--- src/rtl/sdl_pkg.sv ---
package sdl_pkg;
    // ==========================================================
    // register offsets
    localparam logic [7:0] REG_STATUS = 8'h01;
    localparam logic [7:0] REG_LOSS_CTL = 8'h05;
    localparam logic [7:0] REG_RESERVED_A_A = 8'h06;
    localparam logic [7:0] REG_RESERVED_A_B = 8'h07;
    localparam logic [7:0] REG_CMP_TEST = 8'h08;
    localparam logic [7:0] REG_POS_COUNT = 8'h0a;
    localparam logic [7:0] REG_NEG_COUNT = 8'h0b;
    // ==========================================================
    // reset values
    localparam logic [7:0] LOSS_CTL_RST = 8'h02;
    localparam logic [7:0] RESERVED_A_RST = 8'h00;
    localparam logic [7:0] CMP_TEST_RST = 8'h00;
    // ==========================================================
    // field positions of the signal loss control register
    localparam int FORCE_INACT_BIT = 6;
    localparam int FORCE_ACT_BIT = 5;
    localparam int GATE_BIT = 4;
    localparam int MUTE_SEL_BIT = 3;
    localparam int THR_HI = 2;
    // compare command field and codes
    localparam int CMD_HI = 7;
    localparam int CMD_LO = 5;
    localparam logic [2:0] CMD_LIVE_MAX = 3'h0;
    localparam logic [2:0] CMD_CAP_POS = 3'h1;
    localparam logic [2:0] CMD_CAP_NEG = 3'h2;
    localparam logic [2:0] CMD_MIN_PRESET = 3'h5;
    localparam logic [4:0] PEAK_MAX_START = 5'h00;
    localparam logic [4:0] PEAK_MIN_START = 5'h1f;
    // ==========================================================
    // management bus
    localparam logic [6:0] DEV_ADDR = 7'h2a; // arbitrary value
    localparam logic [3:0] BYTE_BITS = 4'h8;
    typedef enum logic [8:0] {
        ST_IDLE = 9'h001,
        ST_ADDR = 9'h002,
        ST_ADDR_ACK = 9'h004,
        ST_REG = 9'h008,
        ST_REG_ACK = 9'h010,
        ST_WDATA = 9'h020,
        ST_WDATA_ACK = 9'h040,
        ST_RDATA = 9'h080,
        ST_RDATA_ACK = 9'h100
    } sdl_state_t;
endpackage

--- src/rtl/sdl_ctrl.sv ---
// Contract
// force-inactive bit makes signal loss act as always present for output.
// force-active bit forbids any mute or offset, whatever the input.
// forcing bits never alter the readable signal-present status bit.
// enable pin low powers the output drivers down unconditionally.
// with gating and enable high, no signal powers down; else power-down bit.
// without gating, power state follows only power-down bit and enable pin.
// on signal loss mute-select 0 inserts offset, 1 mutes the channel.
// with valid input present, neither mute nor offset is applied; the code still applies one while force-inactive is set.
// threshold is bits 2:0 (reset 010) joined with the separate low bit.
// software writes zeros to the two reserved registers.
// compare code 000 zeroes compare value, shows live counts, max mode.
// code 001 shows counter 0 peak; code 010 shows counter 1 peak.
// code 101 presets compare value to 1fh and tracks minimum.
// software issues no reserved compare codes.
// software writes zero to reserved bits of both control registers.
// status bit reads 1 with valid input signal, 0 without.
// power-down bit with enable high powers the output stage down.
// counter readbacks return live value or captured peak per command.
// a register write steers the outputs right after it completes.
`timescale 1ns/1ps
module sdl_ctrl
    import sdl_pkg::*;
(
    // clock and reset
    input wire logic ref_clk,
    input wire logic srst,
    // management bus pins
    input wire logic scl,
    input wire logic sda_in,
    output logic sda_out,
    output logic sda_oe_n,
    // analog side and pins
    input wire logic input_signal_present,
    input wire logic enable_pin,
    input wire logic power_down_bit,
    input wire logic standard_rate_threshold_low_bit,
    input wire logic [4:0] positive_fault_counter,
    input wire logic [4:0] negative_fault_counter,
    // output stage control
    output logic output_power_down,
    output logic channel_mute,
    output logic offset_insert,
    output logic [3:0] standard_rate_fault_threshold
);
    // ==========================================================
    // pin synchronisers
    logic [1:0] scl_s, sda_s, pres_s, en_s;
    logic scl_d, sda_d;
    always_ff @(posedge ref_clk) begin
        if (srst) begin
            scl_s <= 2'h3;
            sda_s <= 2'h3;
            pres_s <= 2'h0;
            en_s <= 2'h0;
            scl_d <= 1'b1;
            sda_d <= 1'b1;
        end else begin
            scl_s <= {scl_s[0], scl};
            sda_s <= {sda_s[0], sda_in};
            pres_s <= {pres_s[0], input_signal_present};
            en_s <= {en_s[0], enable_pin};
            scl_d <= scl_s[1];
            sda_d <= sda_s[1];
        end
    end
    logic scl_rise, scl_fall, bus_start, bus_stop, pres, en;
    assign scl_rise = scl_s[1] & ~scl_d;
    assign scl_fall = ~scl_s[1] & scl_d;
    assign bus_start = scl_s[1] & scl_d & sda_d & ~sda_s[1];
    assign bus_stop = scl_s[1] & scl_d & ~sda_d & sda_s[1];
    assign pres = pres_s[1];
    assign en = en_s[1];

    // ==========================================================
    // registers and read mux
    logic [7:0] loss_ctl_r, reserved_a_a_r, reserved_a_b_r, cmp_test_r;
    logic [4:0] peak_pos_r, peak_neg_r;
    logic min_mode_r;
    logic [7:0] ptr_r, shreg_r, rd_data;
    logic wr_en_r;
    logic [2:0] cmd;
    logic [4:0] pos_view, neg_view;
    assign cmd = cmp_test_r[CMD_HI:CMD_LO];
    // live or peak readback
    assign pos_view = (cmd == CMD_CAP_POS) ? peak_pos_r : positive_fault_counter;
    assign neg_view = (cmd == CMD_CAP_NEG) ? peak_neg_r : negative_fault_counter;
    always_comb begin
        rd_data = 8'h00;
        case (ptr_r)
            // status shows true input
            // one when signal present
            REG_STATUS: rd_data = {7'h00, pres};
            REG_LOSS_CTL: rd_data = loss_ctl_r;
            REG_RESERVED_A_A: rd_data = reserved_a_a_r;
            REG_RESERVED_A_B: rd_data = reserved_a_b_r;
            REG_CMP_TEST: rd_data = cmp_test_r;
            REG_POS_COUNT: rd_data = {3'h0, pos_view};
            REG_NEG_COUNT: rd_data = {3'h0, neg_view};
            default: rd_data = 8'h00;
        endcase
    end

    // ==========================================================
    // bus slave state machine
    sdl_state_t state_r;
    logic [3:0] cnt_r;
    logic rw_r, nack_r;
    always_ff @(posedge ref_clk) begin
        if (srst) begin
            state_r <= ST_IDLE;
            cnt_r <= 4'h0;
            rw_r <= 1'b0;
            nack_r <= 1'b0;
            ptr_r <= 8'h00;
            shreg_r <= 8'h00;
            sda_oe_n <= 1'b1;
            wr_en_r <= 1'b0;
        end else begin
            wr_en_r <= 1'b0;
            if (bus_stop) begin
                state_r <= ST_IDLE;
                sda_oe_n <= 1'b1;
            end else if (bus_start) begin
                state_r <= ST_ADDR;
                cnt_r <= 4'h0;
                sda_oe_n <= 1'b1;
            end else if (scl_rise) begin
                case (state_r)
                    ST_ADDR, ST_REG, ST_WDATA: begin
                        shreg_r <= {shreg_r[6:0], sda_s[1]};
                        cnt_r <= cnt_r + 4'h1;
                    end
                    ST_RDATA_ACK: nack_r <= sda_s[1];
                    default: ;
                endcase
            end else if (scl_fall) begin
                case (state_r)
                    ST_ADDR: begin
                        if (cnt_r == BYTE_BITS) begin
                            if (shreg_r[7:1] == DEV_ADDR) begin
                                rw_r <= shreg_r[0];
                                sda_oe_n <= 1'b0;
                                state_r <= ST_ADDR_ACK;
                            end else begin
                                state_r <= ST_IDLE;
                            end
                        end
                    end
                    ST_ADDR_ACK: begin
                        cnt_r <= 4'h0;
                        if (rw_r) begin
                            shreg_r <= rd_data;
                            sda_oe_n <= rd_data[7];
                            state_r <= ST_RDATA;
                        end else begin
                            sda_oe_n <= 1'b1;
                            state_r <= ST_REG;
                        end
                    end
                    ST_REG: begin
                        if (cnt_r == BYTE_BITS) begin
                            ptr_r <= shreg_r;
                            sda_oe_n <= 1'b0;
                            state_r <= ST_REG_ACK;
                        end
                    end
                    ST_WDATA: begin
                        if (cnt_r == BYTE_BITS) begin
                            wr_en_r <= 1'b1;
                            sda_oe_n <= 1'b0;
                            state_r <= ST_WDATA_ACK;
                        end
                    end
                    ST_REG_ACK, ST_WDATA_ACK: begin
                        if (state_r == ST_WDATA_ACK) begin
                            ptr_r <= ptr_r + 8'h01;
                        end
                        sda_oe_n <= 1'b1;
                        cnt_r <= 4'h0;
                        state_r <= ST_WDATA;
                    end
                    ST_RDATA: begin
                        if (cnt_r == BYTE_BITS - 4'h1) begin
                            sda_oe_n <= 1'b1;
                            state_r <= ST_RDATA_ACK;
                        end else begin
                            shreg_r <= {shreg_r[6:0], 1'b0};
                            sda_oe_n <= shreg_r[6];
                            cnt_r <= cnt_r + 4'h1;
                        end
                    end
                    ST_RDATA_ACK: begin
                        if (nack_r) begin
                            state_r <= ST_IDLE;
                        end else begin
                            ptr_r <= ptr_r + 8'h01;
                            state_r <= ST_ADDR_ACK;
                            rw_r <= 1'b1;
                        end
                    end
                    default: state_r <= ST_IDLE;
                endcase
            end
        end
    end
    // open drain: only ever pulls low
    assign sda_out = 1'b0;

    // ==========================================================
    // register writes
    always_ff @(posedge ref_clk) begin
        if (srst) begin
            loss_ctl_r <= LOSS_CTL_RST;
            reserved_a_a_r <= RESERVED_A_RST;
            reserved_a_b_r <= RESERVED_A_RST;
            cmp_test_r <= CMP_TEST_RST;
        end else if (wr_en_r) begin
            // write takes effect at once
            case (ptr_r)
                REG_LOSS_CTL: loss_ctl_r <= shreg_r;
                REG_RESERVED_A_A: reserved_a_a_r <= shreg_r;
                REG_RESERVED_A_B: reserved_a_b_r <= shreg_r;
                REG_CMP_TEST: cmp_test_r <= shreg_r;
                default: ;
            endcase
        end
    end

    // ==========================================================
    // peak capture
    logic cmd_wr;
    logic [2:0] wr_cmd;
    assign cmd_wr = wr_en_r && (ptr_r == REG_CMP_TEST);
    assign wr_cmd = shreg_r[CMD_HI:CMD_LO];
    always_ff @(posedge ref_clk) begin
        if (srst) begin
            peak_pos_r <= PEAK_MAX_START;
            peak_neg_r <= PEAK_MAX_START;
            min_mode_r <= 1'b0;
        end else if (cmd_wr && wr_cmd == CMD_LIVE_MAX) begin
            // zero and max mode
            peak_pos_r <= PEAK_MAX_START;
            peak_neg_r <= PEAK_MAX_START;
            min_mode_r <= 1'b0;
        end else if (cmd_wr && wr_cmd == CMD_MIN_PRESET) begin
            // preset and min mode
            peak_pos_r <= PEAK_MIN_START;
            peak_neg_r <= PEAK_MIN_START;
            min_mode_r <= 1'b1;
        end else begin
            // track selected counter
            if (cmd == CMD_CAP_POS && ((positive_fault_counter > peak_pos_r) ^ min_mode_r)
                && positive_fault_counter != peak_pos_r) begin
                peak_pos_r <= positive_fault_counter;
            end
            if (cmd == CMD_CAP_NEG && ((negative_fault_counter > peak_neg_r) ^ min_mode_r)
                && negative_fault_counter != peak_neg_r) begin
                peak_neg_r <= negative_fault_counter;
            end
        end
    end

    // ==========================================================
    // output stage control
    logic loss_eff;
    always_comb begin
        // force-active wins
        if (loss_ctl_r[FORCE_ACT_BIT]) begin
            loss_eff = 1'b0;
        // forced loss
        end else if (loss_ctl_r[FORCE_INACT_BIT]) begin
            loss_eff = 1'b1;
        // normal when present
        end else begin
            loss_eff = ~pres;
        end
    end
    always_ff @(posedge ref_clk) begin
        if (srst) begin
            channel_mute <= 1'b0;
            offset_insert <= 1'b0;
        end else begin
            // mute or offset
            channel_mute <= loss_eff & loss_ctl_r[MUTE_SEL_BIT];
            offset_insert <= loss_eff & ~loss_ctl_r[MUTE_SEL_BIT];
        end
    end
    always_ff @(posedge ref_clk) begin
        if (srst) begin
            output_power_down <= 1'b1;
        end else begin
            // R05: R06: R17: power gating
            output_power_down <= ~en | power_down_bit | (loss_ctl_r[GATE_BIT] & ~pres);
        end
    end
    always_ff @(posedge ref_clk) begin
        if (srst) begin
            standard_rate_fault_threshold <= {LOSS_CTL_RST[THR_HI:0], 1'b1};
        end else begin
            // threshold join
            standard_rate_fault_threshold <= {loss_ctl_r[THR_HI:0],
                                              standard_rate_threshold_low_bit};
        end
    end
endmodule // sdl_ctrl

--- config.mk ---
export PLATFORM = sky130hd
export DESIGN_NAME = sdl_ctrl
export DESIGN_NICKNAME = d
export VERILOG_FILES = /design/src/rtl/sdl_pkg.sv /design/src/rtl/sdl_ctrl.sv
export SDC_FILE = /design/constraint.sdc
export NUM_CORES = 1
export LEC_CHECK = 0
export CAP_MARGIN = 40
export CORE_UTILIZATION = 45
export CTS_CLUSTER_SIZE = 25
export DETAILED_ROUTE_END_ITERATION = 10
export DONT_BUFFER_PORTS = 1
export PLACE_DENSITY = 0.69
export SLEW_MARGIN = 15
export SYNTH_ARGS = -nofsm -noshare
export SYNTH_HDL_FRONTEND = slang
export SYNTH_SLANG_ARGS = --single-unit
export TNS_END_PERCENT = 10
--- constraint.sdc ---
create_clock -name ref_clk -period 2.9 [get_ports ref_clk]
set_input_delay 0.725 -clock ref_clk [delete_from_list [all_inputs] [get_ports ref_clk]]
set_output_delay 0.725 -clock ref_clk [all_outputs]
set_load 0.02 [all_outputs]
# Word-level counts from Yosys, hierarchy flattened
# Cells that the tools add are included.
# totals
reg_bits	93
input_bits	18
out_inout_bits	9
word_cells	182
# op_classes
add_sub_neg	2
n_lt_le_gt_ge	2
eq_ne	41
n_mux	47
bitwise_logic	26
n_reduce_logical	38
# ops
cell	count
8-bit 2-to-1 mux	9
9-bit case mux with 7 select lines	1
8-bit case mux with 7 select lines	1
9-bit 2-to-1 mux	4
5-bit 2-to-1 mux	6
8-bit by 3-bit == test with 1-bit output, second input constant	3
8-bit by 4-bit == test with 1-bit output, second input constant	3
8-bit case mux with 3 select lines	1
4-bit 2-to-1 mux	5
3-bit != test, second input constant	6
6-bit AND reduction	3
8-bit case mux with 2 select lines	1
8-bit AND reduction	2
2-bit != test, second input constant	7
1-bit NOT	12
1-bit 2-to-1 mux	11
1-bit bitwise AND	10
5-bit > comparator	2
5-bit != test	2
2-bit nonzero test	5
9-bit by 2-bit == test with 1-bit output, second input constant	1
9-bit by 3-bit == test with 1-bit output, second input constant	1
9-bit by 4-bit == test with 1-bit output, second input constant	1
9-bit by 5-bit == test with 1-bit output, second input constant	1
other kinds (35)	58

# Depth between registers and ports, before layout
# logic_depth
ltp_word	7
depth_mapped	9
mapped_depth_nobuf	8

# Worst setup path before layout
# No wires, ideal clock.
# synth_path
kind	input -> register
start	in negative_fault_counter[2]
end	reg peak_neg_r[0]
setup_ps	122
t_arrival_ps	2258
required_ps	2778
path_slack_ps	520
path_stages	7
path_buffers	0
path_cell_list	ha_1 a21o_1 a21o_1 a211oi_1 mux2_1 mux2i_1 a21oi_1
# synth_via
elab_chain_cells	5
word_cells_on_any_way	6
cone_classes	1 x order compare; 1 x eq/ne; 1 x bitwise; 3 x reduce/logical
# synth_rtl
item	line_no	source
from (decl)	sdl_ctrl.sv:39	input wire logic [4:0] negative_fault_counter,
5-bit > comparator	sdl_ctrl.sv:257	if (cmd == CMD_CAP_NEG && ((negative_fault_counter > peak_neg_r) ^ min_mode_r)
1-bit XOR	sdl_ctrl.sv:257	
1-bit logical AND	sdl_ctrl.sv:257	
1-bit logical AND *	sdl_ctrl.sv:258	&& negative_fault_counter != peak_neg_r) begin
2-bit nonzero test (no source line) *	n/a	
to (signal assigned)	sdl_ctrl.sv:259	peak_neg_r <= negative_fault_counter;
to (decl)	sdl_ctrl.sv:78	logic [4:0] peak_pos_r, peak_neg_r;
# Every way passes the cells marked *; elsewhere a longest branch is shown, timed or not.
# A chain may end at the register's enable or synchronous reset.

# Worst setup path in the final report
# layout_path
start	reg state_r[3]
end	reg cnt_r[1]
# layout_via
elab_chain_cells	6
word_cells_on_any_way	17
cone_classes	9 x eq/ne; 4 x mux; 4 x reduce/logical
# layout_rtl
item	line_no	source
from (decl)	sdl_ctrl.sv:106	sdl_state_t state_r;
from (signal assigned)	sdl_ctrl.sv:111	state_r <= ST_IDLE;
from (signal assigned)	sdl_ctrl.sv:122	state_r <= ST_IDLE;
from (signal assigned)	sdl_ctrl.sv:125	state_r <= ST_ADDR;
9-bit by 7-bit == test with 1-bit output, or another cell as far along	sdl_ctrl.sv:138	case (state_r)
3-bit OR reduction (no source line)	n/a	
4-bit case mux with 2 select lines	sdl_ctrl.sv:138	
4-bit 2-to-1 mux	sdl_ctrl.sv:137	end else if (scl_fall) begin
4-bit 2-to-1 mux	sdl_ctrl.sv:128	end else if (scl_rise) begin
4-bit 2-to-1 mux	sdl_ctrl.sv:124	end else if (bus_start) begin
to (signal assigned)	sdl_ctrl.sv:132	cnt_r <= cnt_r + 4'h1;
to (signal assigned)	sdl_ctrl.sv:190	cnt_r <= cnt_r + 4'h1;
to (decl)	sdl_ctrl.sv:107	logic [3:0] cnt_r;
# Parallel ways exist; a longest one is shown, timed or not. The select of a mux whose other input is x is not followed.

==> flow_summary.toml <==
[routing]
wire_per_inst_um = 16.69
ant_nets = 0
drt_iter0_drc = 341
vias = 4163
first_pass_iters = 8
via_per_inst = 5.913
totalWireLength_um = 11750
drc_errors = 0

[clock_network]
cts_tree = "built"
ctsHoldBuffers = 0
cts_setup_buffers = 0
path_clk_slew_ns = 0.10
clockBufferDepth = 2
cts_resized = 0
clockRootBuffer = "clkbuf_8"
clk_latency_ns = 0.38
cts.sinks = 93
cts_made_buffers = 9
htree_num_levels = 3

[pwr]
p_sw_mw = 0.5649
p_int_mw = 1.742
p_per_area_mw_per_mm2 = 431.8
p_clk_share_pct = 40.1
power.total_mw = 2.307
comb_power_share_pct = 3.8
p_sw_share_pct = 24.49
pwr-share-seq_pct = 56.2
ir_drop_uv = 211.8
p_leak_nw = 2.192

[min_path]
whs_endpoint = "output_power_down$_SDFF_PP1_"
holdPathStages = 1
min-delay-start = "en_s[1]$_SDFF_PP0_"
hold_path.class = "flop to flop"

[die]
die_area_mm2 = 0.01170
die_w_um = 108.2
start_util_pct = 46.59
core.rowCount = 38
core_area_mm2 = 0.01089
io_pins = 27
die_height_um = 108.2

[synth]
synth_nets = 614
synth_warnings = 0
yosysTopAreaCell = "dfxtp_1"
ys_types = 62
synthFlopType = "dfxtp_1"
netlist_area_mm2 = 0.005072
synth-async-reset-ratio_pct = 0
ys_ff_latch = 93
yosys-top-cells-area = "dfxtp_1 37%, mux2i_1 10%, ha_1 4.9%"
yosysSeqAreaShare_pct = 36.70
synthCells = 576
synth-edff-count = 0
yosysTopAreaCellShare_pct = 36.70
syn_avg_cell_area_um2 = 8.806

[worst_setup_path]
worstReg2RegStart = "state_r[3]$_SDFFE_PP0P_"
worst_ep_required_time_ns = 3.14
critPathArrivalTime_ns = 2.67
crit_path_start_kind = "flop"
crit_type = "flop to flop"
r2r_cells = 6
end_kind = "flop"
cp_max_fo = 12
rrSetupSlack_ns = 0.47
reg2reg_to = "cnt_r[1]$_SDFFE_PP0P_"

[placement]
pre_cts_ws_ns = 0.3700
gp_congestion = 0.9018
hpwl_um = 8278
postPlaceCellArea_mm2 = 0.005125
place_inst = 688
io_buffers = 0

[cells_and_area]
layout-drive-gt1-share_pct = 10.99
layout.cells.non_filler = 704
finalNetCount = 597
final_cell_area_mm2 = 0.005343
areaGrowthSynthToFinish_pct = 5.328
antennaDiodeCount = 0
fin_util_pct = 49.07

[sta]
skew_ns = 0.01177
hold_slack_ns = 0.3902
setup_slack_ns = 0.4655
maxSlewHeadroom_pct = 58.59
slew_violations = 0
period_share_pct = 83.95
fmax_mhz = 410.8
min_period_ns = 2.435
rsz0062_at_grt = "false"
worst_pin_slew_ns = 0.6197
finalHoldViolations = 0
finalSetupViolations = 0
setup_tns_ns = 0

[grt]
grt.overflow.total = 0
grtUsageTotal_pct = 20.97
grt_max_degree = 65
grt_antenna_before_repair = 0
grt_pass1_vias = 3882
grt_pass1_wl_um = 19040

[run_status]
status = "completed"

[run]
drv_cap = 0
## worst max-delay path, stage by stage, from the launching register on
cell      delay, ns
dfxtp_1        0.45
or4_4          0.56
or4_1          0.43
a221oi_2       0.30
o21ai_1        0.15
a31oi_2        0.30
o22ai_1        0.11
## how the worst max path moves through the flow
| stage | startpoint | endpoint | slack [ns] |
|---|---|---|---|
| 2_1_floorplan | negative_fault_counter[2] | peak_neg_r[0]$_SDFFE_PP0P_ | 0.52 |
| 3_3_place_gp | negative_fault_counter[2] | peak_neg_r[2]$_SDFFE_PP0P_ | 0.42 |
| 3_5_place_dp | negative_fault_counter[2] | peak_neg_r[4]$_SDFFE_PP0P_ | 0.37 |
| 4_1_cts | state_r[3]$_SDFFE_PP0P_ | cnt_r[1]$_SDFFE_PP0P_ | 0.50 |
| 5_1_grt | state_r[8]$_SDFFE_PP0P_ | ptr_r[1]$_SDFFE_PP0P_ | 0.31 |
| 6_report | state_r[3]$_SDFFE_PP0P_ | cnt_r[1]$_SDFFE_PP0P_ | 0.47 |
## power groups by stage
stage	Combinational (mW)	Sequential [mW]	Clock, mW
floorplan	0.0849	1.32	0
global placement	0.0849	1.33	0
detailed placement	0.0869	1.33	0
CTS	0.0873	1.30	0.947
global route	0.0963	1.30	0.996
finish	0.0869	1.30	0.924
## final cells by class
cell class	count	area, µm²
fillers	1013	5545
multi-input cells	420	2938
flip-flops and latches	93	1862
well taps	140	175.2
clock buffers	9	123.9
inverters	30	112.6
clock inverters	7	93.84
repair buffers	5	37.54
## placed cells by master (no fill, tap or decap), drive strengths merged, types with 6 or more instances in the layout
cell	count
nor3b	8
mux2i	52
nand2	29
nand3	21
a21oi	32
dfxtp	93
a211oi	7
inv	32
clkbuf	9
o21ai	28
and2	6
nor3	11
ha	20
a222oi	12
nor2b	14
nor2	64
o211ai	10
and3	7
a21o	10
nand2b	10
mux2	14
or2	9
a31oi	9
## synth_stat cells (9+ instances only)
cell type / instances
mux2i_1: 52
or2_2: 9
o211ai_1: 10
ha_1: 20
nor3_1: 11
nand2b_1: 10
o21ai_0: 21
nand2_1: 28
mux2_2: 12
nor2b_1: 14
nor2_1: 63
inv_1: 30
dfxtp_1: 93
clkbuf_1: 18
a222oi_1: 12
nand3_1: 18
a21oi_1: 30
## routing by layer
layer  up-vias  wire length (µm)  global-route usage, %
li1       2027                 -                      -
met1      1977              5536                  29.88
met2       143              5248                  31.67
met3        16               758                  2.833
met4         0               207                  8.611
met5         -                 0                      0
## registers in the layout (all words and copies together) (netlist names), 4 cells and up
signal                         cells
state_r                            9
cmp_test_r                         8
loss_ctl_r                         8
ptr_r                              8
reserved_a_a_r                     8
reserved_a_b_r                     8
shreg_r                            8
peak_neg_r                         5
peak_pos_r                         5
cnt_r                              4
standard_rate_fault_threshold      4
## logic make-up (layout without fill, tap and decap cells)
logic type	count (synthesis)	in the layout	share of synthesized area, %
xor gates and xnor gates	5	5	0.8633
other	1	1	0.07393
muxes	66	66	13.37
buffers and inverters	63	51	5.377
and+or+nand+nor	199	199	20.52
DFF	93	93	36.70
adders and majority gates	20	20	4.933
AOI/OAI and AO/OA	129	129	18.16
(Power assumes the default switching activity.)
